## src/logic/ea_slow_adjust.sv

```systemverilog
// head/tail/total adjustment for slow prefetches and long operands
`timescale 1ns/1ps
module ea_slow_adjust (
  input  wire logic [7:0] head_i,
  input  wire logic [7:0] tail_i,
  input  wire logic [7:0] total_i,
  input  wire logic [7:0] long_add_i,
  input  wire logic [7:0] slow_add_i,
  output logic      [7:0] head_o,
  output logic      [7:0] tail_o,
  output logic      [7:0] total_o
);
  logic [7:0] spill;

  always_comb begin
    // head absorbs slow clocks first, overflow goes to tail and total
    if (slow_add_i <= head_i) begin
      head_o = head_i - slow_add_i;
      spill  = 8'h00;
    end else begin
      head_o = 8'h00;
      spill  = slow_add_i - head_i;
    end
    tail_o  = tail_i + long_add_i + spill;
    total_o = total_i + long_add_i + spill;
  end
endmodule

```

## config.mk

```make
export PLATFORM = sky130hd
export DESIGN_NAME = ea_slow_adjust
export DESIGN_NICKNAME = d
export VERILOG_FILES = /design/src/logic/ea_slow_adjust.sv
export SDC_FILE = /design/constraint.sdc
export NUM_CORES = 1
export LEC_CHECK = 0
export ABC_AREA = 1
export BUFFER_PORTS_ARGS = -buffer_cell sky130_fd_sc_hd__buf_4
export CORE_ASPECT_RATIO = 0.75
export CORE_MARGIN = 2
export CORE_UTILIZATION = 52
export DETAILED_ROUTE_END_ITERATION = 8
export PLACE_DENSITY = 0.85
export SYNTH_ARGS = -nofsm -noshare
export SYNTH_HDL_FRONTEND = slang
export SYNTH_SLANG_ARGS = --single-unit
```

## constraint.sdc

```tcl
create_clock -name vclk -period 5.3
set_input_delay 1.06 -clock vclk [all_inputs]
set_output_delay 1.06 -clock vclk [all_outputs]
set_load 0.03 [all_outputs]
```

==> results of run 1 <==
-- cell usage in the layout (no fill, tap or decap), types with 2 or more instances in the layout --
master / synthesis / layout
inv_1: 55 / 51
nor2_2: 1 / 4
ha_2: 0 / 4
a21o_1: 2 / 2
nand2_2: 0 / 2
nand4_1: 7 / 7
buf_4: 1 / 72
ha_1: 29 / 22
inv_2: 1 / 4
a21oi_1: 16 / 13
xor2_1: 8 / 8
fa_2: 0 / 3
nor2_1: 19 / 15
fa_1: 16 / 13
a21oi_2: 0 / 3
o21ai_0: 6 / 6
o21bai_1: 2 / 2
nand3_1: 10 / 10
nand2_1: 45 / 43
xnor2_1: 7 / 7
a31oi_1: 4 / 4
ha_4: 0 / 3
-- logic make-up (layout without fill, tap and decap cells) --
logic type	Yosys count	in the layout	share of synthesized area, %
compound gates	32	32	11.6
xor+xnor	15	15	8.05
fa+ha+maj	45	45	41.9
buf+inv	60	129	14.3
simple gates	90	90	24.2
-- worst min path at each step --
stage,to,start,slack (ns),depth (start not counted)
floorplan,head_o[0],slow_add_i[0],2.38,2
global placement,head_o[0],slow_add_i[0],2.58,4
detailed placement,total_o[7],total_i[7],2.58,6
CTS,total_o[7],total_i[7],2.59,6
global route,head_o[0],slow_add_i[0],2.62,4
finish,total_o[7],total_i[7],2.59,6
-- layout make-up --
| class | instances | area [sq um] |
|---|---|---|
| inverter | 56 | 213 |
| fill | 227 | 638 |
| multi-input combinational | 182 | 1510 |
| tap | 38 | 47.5 |
| timing repair buffer | 73 | 552 |
-- power by group through the flow --
stage | Combinational, W | Clock (W) | Sequential [W]
floorplan | 0.000413 | 0 | 0
global placement | 0.000605 | 0 | 0
detailed placement | 0.000618 | 0 | 0
CTS | 0.000619 | 0 | 0
global route | 0.000721 | 0 | 0
finish | 0.000662 | 0 | 0
-- metal layers --
| metal | up-vias | part of all wire [%] | global-route usage [%] |
|---|---|---|---|
| met5 | - | 0 | 0 |
| met4 | 0 | 0.86 | 0.667 |
| met3 | 4 | 5.7 | 0.860 |
| met2 | 55 | 50 | 41.5 |
| met1 | 781 | 44 | 31.4 |
| li1 | 902 | - | - |
-- per-stage QoR --
stage	cell area (sq um)	cells	util [%]
2_1_floorplan	1630	242	-
3_3_place_gp	2180	346	73.8
3_5_place_dp	2180	346	73.8
4_1_cts	2180	346	73.8
5_1_grt	2320	349	78.4
6_report	2320	349	78.4
-- repair_timing --
item	in CTS	in global routing
setup endpoints to repair	0	6
buffers inserted	0	3
gates resized for setup	0	32
hold endpoints to repair	0	0
-- critical path: stages --
cell and delay [ns]:
buf_4 0.11, ha_2 0.36, nand2_1 0.10, nor2_2 0.15, inv_1 0.05, nor2_1 0.19
a21oi_4 0.06, inv_4 0.12, nor2_4 0.06, fa_1 0.52, ha_2 0.19, inv_2 0.04
fa_2 0.38, inv_2 0.07, nand4_1 0.09, nand3_1 0.10, nand2_1 0.05, nand2_1 0.07
inv_1 0.04, nand2_1 0.05, nand2_1 0.06, buf_6 0.13
==> impl_results.md, run 1 <==
- # setup viols final: 0
- Global-route wire length before repair: 6480 microns
- Drt wl/cell: 12.0 microns
- Combinational share of power: 100.0%
- Data required, critical path: 4.24 ns
- Number of I/O pins: 64
- Final Max Tran Viols: 0
- Post-route ant nets: 0
- PwrDens: 285 nW/um^2
- Ys Warns: 0
- Outcome: finished clean
- Initial antenna violation count: 0
- Vias in the first global route: 1577
- Slew Limit Headroom: 70.2%
- Antenna diode count: 0
- Max IR drop VDD: 0.000191 V
- Synth top cells by count: inv_1 (55), nand2_1 (45), ha_1 (29)
- Sequential share of power: 0%
- Synth top area cells: ha_1 (22%), fa_1 (20%), inv_1 (13%)
- Total Wirelength: 4180 microns
- Syn avg cell area: 6.74 sq um
- Area of the die: 3610 sq um
- Reg area: 0 sq um
- DIE WIDTH: 68.7 microns
- Worst-Margin Slew: 0.442 ns
- Hold_buf cts: 0
- Final count of hold timing violations: 0
- Gr usage total: 22.8%
- Synth unique cells: 25
- Via count: 1742
- Post-synthesis sequential area ratio: 0%
- Leakage: 1.30 nW
- Area of the mapped netlist: 1630 sq um
- Total power: 0.000662 W
- Count leader, synth: inv_1
- Post-synthesis cell count: 242
- Setup tns final: 0 ns
- Internal power: 0.000268 W
- DRT Pass-1 Iters: 4
- Drt via density: 4.99
- Share of the synthesized area in the top cell type: 22.2%
- Switching pwr: 0.000394 W
- Drt initial violations: 62
- P&R area growth vs syn: 42.1%
- Synthesized Nets: 327
- Gpl congestion: 0.827
- Layout cell share with drive strength beyond 1: 33.4%
- Startpoint types: primary input
- Total global routing overflow: 0
- Critical path origin: slow_add_i[7]
- Clk pwr share: 0%
- Crit path to: tail_o[7]
- Final setup margin: 0.173 ns
- Die Ht: 52.5 microns
- Largest net degree at the start of global routing: 10
- Crit end category: primary output
- HPWL Detailed: 3510 microns
- Nets@finish: 398
- Synth area leader: ha_1
- Row cnt: 17
- WS Path Type: in2out
- Flip-flop and latch count: 0
- Sw Share: 59.5%
- Place WS: 0.0751 ns
- Port Buffers: 64
- Hold WC Path Type: in2out
- FMAX: 0.195 GHz
- Min Hold Slack: 2.59 ns
- Crit path max fanout: 6
- Crit path DAT: 4.07 ns
- Residual DRC: 0
- Tcrit/Tclk final: 96.7%
- Core box area: 2960 sq um
- Min Tclk post-route: 5.13 ns
- Max-cap check violation count: 0
- Initial Utilization: 55.2%
- Clkbuf count: 0
No activity file was read; power rests on OpenSTA's default activity.
==> inputs of run 2 (changes only) <==
Settings changed: ABC_CLOCK_PERIOD_IN_PS from default to 5300, PLACE_DENSITY 0.85 to default, PLACE_DENSITY_LB_ADDON from default to 0.3, TNS_END_PERCENT from default to 5.
==> run 2 against run 1 <==
  * Fmax down 1.5%
  * Clock-buffer cell count is the same
  * Non-clock buffer count down 2
  * Via count increased by 4.1%
  * Utilization up 0.97 points
  * Cell area rose by 1.2%
  * Cell count shrank 0.57%
  * Critical path type unchanged
  * Critical endpoint is now total_o[7]
==> impl_results.md, run 2 (same netlist as run 1, synthesis figures left out) <==
- Hold_buf cts: 0 (unchanged)
- RSZ-0062 raised after global routing: yes
- Via count: 1814 (+4.1%)
- Min Tclk post-route: 5.20 ns (+0.0768 ns)
- Crit-path cells: buf_4, ha_2, nand2_1, nor2_2, inv_1, nor2_2, a21oi_4, inv_4, nor2_4, fa_1, ha_2, inv_2, fa_2, inv_2, nand4_1, nand3_1, nand2_1, nand2_2, nand3_1, nand2_2, buf_6
- Gpl congestion: 0.812 (-1.8%)
- Hold WC Path Type: in2out
- Antenna diode count: 0 (unchanged)
- Reg area: 0 sq um (unchanged)
- Slowest CP cell: fa_1
- Clkbuf count: 0 (unchanged)
- Port Buffers: 64 (unchanged)
- Nets@finish: 396 (-0.50%)
- Drt wl/cell: 13.2 microns (+9.9%)
- Die Ht: 52.5 microns (unchanged)
- Crit path DAT: 4.14 ns (+0.07 ns)
- PwrDens: 294 nW/um^2 (+3.1%)
- Crit path max fanout: 6 (unchanged)
- Slowest stage delay, CP: 0.53 ns (about the same)
- Area of the die: 3610 sq um (unchanged)
- Vias in the first global route: 1563 (-0.89%)
- Worst Path Buf+Inv: 6 (-1)
- Final Max Tran Viols: 0 (unchanged)
- Row cnt: 17 (unchanged)
- Number of I/O pins: 64 (unchanged)
- FMAX: 0.192 GHz (-1.5%)
- Core box area: 2960 sq um (unchanged)
- Min Hold Slack: 2.58 ns (-0.00666 ns)
- Max-cap check violation count: 0 (unchanged)
- Flip-flop and latch count: 0 (unchanged)
- Slew Limit Headroom: 68.8% (-1.4 points)
- Worst path top cell family by delay: adder cells
- Final cell count without fillers: 347 (-0.57%)
- Worst-Margin Slew: 0.463 ns (+0.0211 ns)
- HPWL Detailed: 3500 microns (-0.32%)
- Filler instances: 216 (-4.8%)
- DIE WIDTH: 68.7 microns (unchanged)
- Data required, critical path: 4.24 ns (about the same)
- Initial antenna violation count: 0 (unchanged)
- Drt via density: 5.23 (+4.7%)
- WS Path Type: in2out
- Residual DRC: 0 (unchanged)
- Leakage: 1.28 nW (-1.1%)
- Most common cell after layout, fill and taps aside: buf_4
- Startpoint types: primary input
- Gr usage total: 23.1% (+0.26 points)
- P&R area growth vs syn: 43.9%
- Total global routing overflow: 0 (unchanged)
- Drt initial violations: 74 (+19%)
- Total Wirelength: 4570 microns (+9.3%)
- Initial Utilization: 55.2% (unchanged)
- Placed Instances: 346 (unchanged)
- Layout cell share with drive strength beyond 1: 36.6% (+3.1 points)
- Crit end category: primary output
- Post-route ant nets: 0 (unchanged)
- Tcrit/Tclk final: 98.2% (+1.4 points)
- Final count of hold timing violations: 0 (unchanged)
- DRT Pass-1 Iters: 4 (unchanged)
- Max IR drop VDD: 0.000190 V (-0.72%)
- Global-route wire length before repair: 6570 microns (+1.4%)
- Most frequent cells in the layout: buf_4 (70), inv_1 (49), nand2_1 (40)
- # setup viols final: 0 (unchanged)
- Footprint of the multi-input gates: 1550 sq um (+2.9%)
- Largest net degree at the start of global routing: 10 (unchanged)
- Outcome: finished clean
run 2: changes by cell type in the layout (fill, tap and decap cells not counted), moves of 2 or more:
cell	delta
ha_1	-4
nand2_2	+3
ha_2	+2
inv_2	+2
buf_4	-2
inv_1	-2
nand2_1	-3
ha_4	+2
run 2: worst paths after layout:
kind | endpoint | from | slack [ns] | depth (start not counted)
max | total_o[7] | slow_add_i[7] | 0.1 | 21
min | total_o[7] | total_i[7] | 2.58 | 6
run 2: layout make-up:
type                            count  area share (%)
Inverter                           56            9.06
Multi-Input combinational cell    182            66.0
Tap cell                           38            2.03
Timing Repair Buffer               71            22.9
run 2: stage by stage:
stage                     area, sq um  utilization (%)  worst slack (ns)  TNS (ns)  power, W
after global routing             2350             79.4           -0.0635   -0.0912  0.000748
after CTS                        2190             74.0           0.00389         0  0.000624
after global placement           2180             73.8             0.107         0  0.000604
after floorplan                  1630                -             0.164         0  0.000413
final                            2350             79.4            0.0959         0  0.000690
after detailed placement         2180             73.8           -0.0240   -0.0240  0.000621
run 2: report_power, final:
part | internal (W) | switching [W]
logic | 0.000278 | 0.000412
registers | 0 | 0
clock network | 0 | 0
run 2: what timing repair did:
| action | 4_1_cts | 5_1_grt |
|---|---|---|
| buffers inserted | 0 | 1 |
| pin swaps | 0 | 15 |
| gates resized for setup | 1 | 42 |
| setup endpoints to repair | 1 | 6 |
run 2: worst min-delay path, stage by stage:
cell	delay, ns
buf_4	0.08
inv_1	0.03
nand2_1	0.07
nand3_1	0.09
nand2_2	0.07
buf_6	0.12
run 2: metal layers:
layer  part of all wire, %  global-route usage, %  up-vias
li1                      -                      -      901
met1                    40                   32.2      832
met2                    52                   41.0       75
met3                   6.7                   1.29        6
met4                   1.2                   1.00        0
met5                     0                      0        -
==> inputs of run 3 (changes only) <==
Settings changed: ABC_AREA 1 to default.
==> run 3 against run 2 <==
  * The run now ends with negative setup slack left
  * Setup slack got worse by 0.55 ns
  * Utilization increased by 11 points
  * Worst hold slack worse by 0.00056 ns
  * Flip-flop and latch count did not move
  * Global-route usage up 6.1 points
  * Area after synthesis shrank 2.3%
  * Via count increased by 5.7%
  * Power grew 17%
  * Sequential share of layout area stayed put
  * Fmax is 9.5% lower
  * Critical path depth shrank 3
  * Combinational power grew 17%
==> impl_results.md, run 3 <==
- Outcome: complete, but fails checks
- Failing checks: negative setup slack
- Final core occ: 90.4% (+11 points)
- Final Max Tran Viols: 0 (unchanged)
- Share of the synthesized area in the top cell type: 22.8% (+0.52 points)
- Hold WC Path Type: in2out
- Most frequent cells in the layout: buf_4 (117), inv_1 (27), ha_1 (23)
- Crit path DAT: 4.69 ns (+0.55 ns)
- Tcrit/Tclk final: 108% (+10 points)
- Critical path origin: head_i[6]
- Synthesized Nets: 275 (-16%)
- Number of I/O pins: 64 (unchanged)
- Synth area leader: ha_1
- Area of the mapped netlist: 1590 sq um (-2.3%)
- PwrDens: 304 nW/um^2 (+3.3%)
- Initial Utilization: 54.3% (-0.88 points)
- Filler instances: 135 (-38%)
- Port Buffers: 64 (unchanged)
- Place WS: -0.346 ns (-0.322 ns)
- Nets@finish: 391 (-1.3%)
- Die Ht: 52.0 microns (-1.1%)
- Synth top cells by count: inv_1 (30), ha_1 (29), fa_1 (16)
- Drt initial violations: 89 (+20%)
- Drt wl/cell: 17.9 microns (+36%)
- RSZ-0062 raised after global routing: yes
- Total global routing overflow: 0 (unchanged)
- Hold_buf cts: 0 (unchanged)
- Area of the die: 3530 sq um (-2.1%)
- FMAX: 0.174 GHz (-9.5%)
- Startpoint types: primary input
- P&R area growth vs syn: 66.4%
- Worst-Margin Slew: 0.439 ns (-0.0239 ns)
- Antenna diode count: 0 (unchanged)
- Post-synthesis sequential area ratio: 0% (unchanged)
- Slew Limit Headroom: 70.7% (+1.9 points)
- HPWL Detailed: 3660 microns (+4.6%)
- Clkbuf count: 0 (unchanged)
- Final count of hold timing violations: 0 (unchanged)
- Layout cell share with drive strength beyond 1: 51.0% (+14 points)
- Flip-flop and latch count: 0 (unchanged)
- Largest net degree at the start of global routing: 7 (-3)
- Synth unique cells: 39 (+56%)
- Crit end category: primary output
- WS Path Type: in2out
- Syn avg cell area: 8.39 sq um (+24%)
- Final setup margin: -0.450 ns (-0.546 ns)
- Via count: 1917 (+5.7%)
- Global-route wire length before repair: 7960 microns (+21%)
- Core box area: 2940 sq um (-0.72%)
- Crit path max fanout: 5 (-1)
- Residual DRC: 0 (unchanged)
- Vias in the first global route: 1876 (+20%)
- Crit path to: total_o[7]
- Drt via density: 5.61 (+7.2%)
- Footprint of the multi-input gates: 1570 sq um (+1.3%)
- Most common cell after layout, fill and taps aside: buf_4
- Synth top area cells: ha_1 (23%), fa_1 (20%), inv_1 (7.1%)
- Data required, critical path: 4.24 ns (about the same)
- Gr usage total: 29.1% (+6.1 points)
- # setup viols final: 6 (+6)
- Gpl congestion: 0.844 (+4.0%)
- Leakage: 1.43 nW (+11%)
- DIE WIDTH: 67.9 microns (-1.1%)
- Ys Warns: 0 (unchanged)
- Min Tclk post-route: 5.75 ns (+0.546 ns)
- Total Wirelength: 6120 microns (+34%)
- Reg area: 0 sq um (unchanged)
- Count leader, synth: inv_1
- Post-route ant nets: 0 (unchanged)
- Max-cap check violation count: 0 (unchanged)
- Initial antenna violation count: 0 (unchanged)
- Row cnt: 17 (unchanged)
- Post-synthesis cell count: 190 (-21%)
- Max IR drop VDD: 0.000328 V (+73%)
- DRT Pass-1 Iters: 4 (unchanged)
-- run 3: cell count changes after synthesis, moves of 3 or more --
| cell | delta |
|---|---|
| nor2b_1 | +3 |
| xnor2_1 | +5 |
| a21o_1 | +7 |
| nand3_1 | -9 |
| inv_1 | -25 |
| nand4_1 | -6 |
| and3_1 | +3 |
| and2_1 | +4 |
| o21bai_1 | +3 |
| nand2_1 | -44 |
| nor2_1 | -6 |
-- run 3: routing by layer --
| layer | global-route usage [%] | vias to the layer above | wire length [microns] |
|---|---|---|---|
| met5 | 0 | - | 0 |
| met3 | 2.38 | 36 | 410 |
| met2 | 56.3 | 125 | 3120 |
| met4 | 11.7 | 0 | 304 |
| met1 | 32.4 | 890 | 2290 |
| li1 | - | 866 | - |
-- run 3: critical path: stages --
cell and delay [ns]:
buf_4 0.09, inv_1 0.04, ha_1 0.34, nand2_1 0.10
o21ai_1 0.33, a21oi_4 0.08, a31oi_4 0.24, buf_4 0.18
nor3b_2 0.22, buf_4 0.16, fa_1 0.42, ha_2 0.31
o21ai_1 0.20, o21bai_1 0.12, a21oi_1 0.20, xnor2_1 0.15
xnor3_2 0.27, buf_6 0.15
-- run 3: area by class of cell --
class / count / share of cell area [%]
Multi-Input combinational cell: 153 / 59.2
Inverter: 31 / 4.48
Tap cell: 38 / 1.79
Timing Repair Buffer: 120 / 34.5
-- run 3: worst min-delay path by stage --
stage / slack, ns / endpoint / cells after the start / from
4_1_cts: 2.58 / tail_o[0] / 4 / tail_i[0]
3_5_place_dp: 2.58 / tail_o[0] / 4 / tail_i[0]
3_3_place_gp: 2.57 / total_o[0] / 4 / total_i[0]
2_1_floorplan: 2.38 / head_o[0] / 2 / slow_add_i[0]
5_1_grt: 2.60 / total_o[0] / 4 / total_i[0]
6_report: 2.58 / total_o[0] / 4 / total_i[0]
-- run 3: per-stage QoR --
step           hold slack, ns  cell area [sq um]  total power [W]  cells  TNS [ns]
2_1_floorplan            2.38               1610         0.000431    190         0
5_1_grt                  2.60               2650         0.000855    342     -2.20
3_3_place_gp             2.57               2470         0.000691    336    -0.496
6_report                 2.58               2650         0.000806    342     -1.32
4_1_cts                  2.58               2560         0.000743    339    -0.447
3_5_place_dp             2.58               2470         0.000709    336    -0.807
-- run 3: what timing repair did --
item	CTS	global route
endpoints found under the setup margin	4	8
pin swaps	14	14
gates cloned	0	0
buffers inserted	3	3
resized for setup	23	15
-- run 3: power by group --
part           total [W]  internal [W]  leakage [nW]  switching [W]
registers              0             0             0              0
clock network          0             0             0              0
logic           0.000806      0.000373          1.43       0.000433
total           0.000806      0.000373          1.43       0.000433
-- run 3: cell families after synthesis --
group	Yosys count	share of synthesized area (%)
xor gates and xnor gates	22	13.8
muxes	1	0.628
AOI/OAI and AO/OA	49	21.1
buffers and inverters	37	9.65
adders and majority gates	45	42.9
and+or+nand+nor	36	11.9
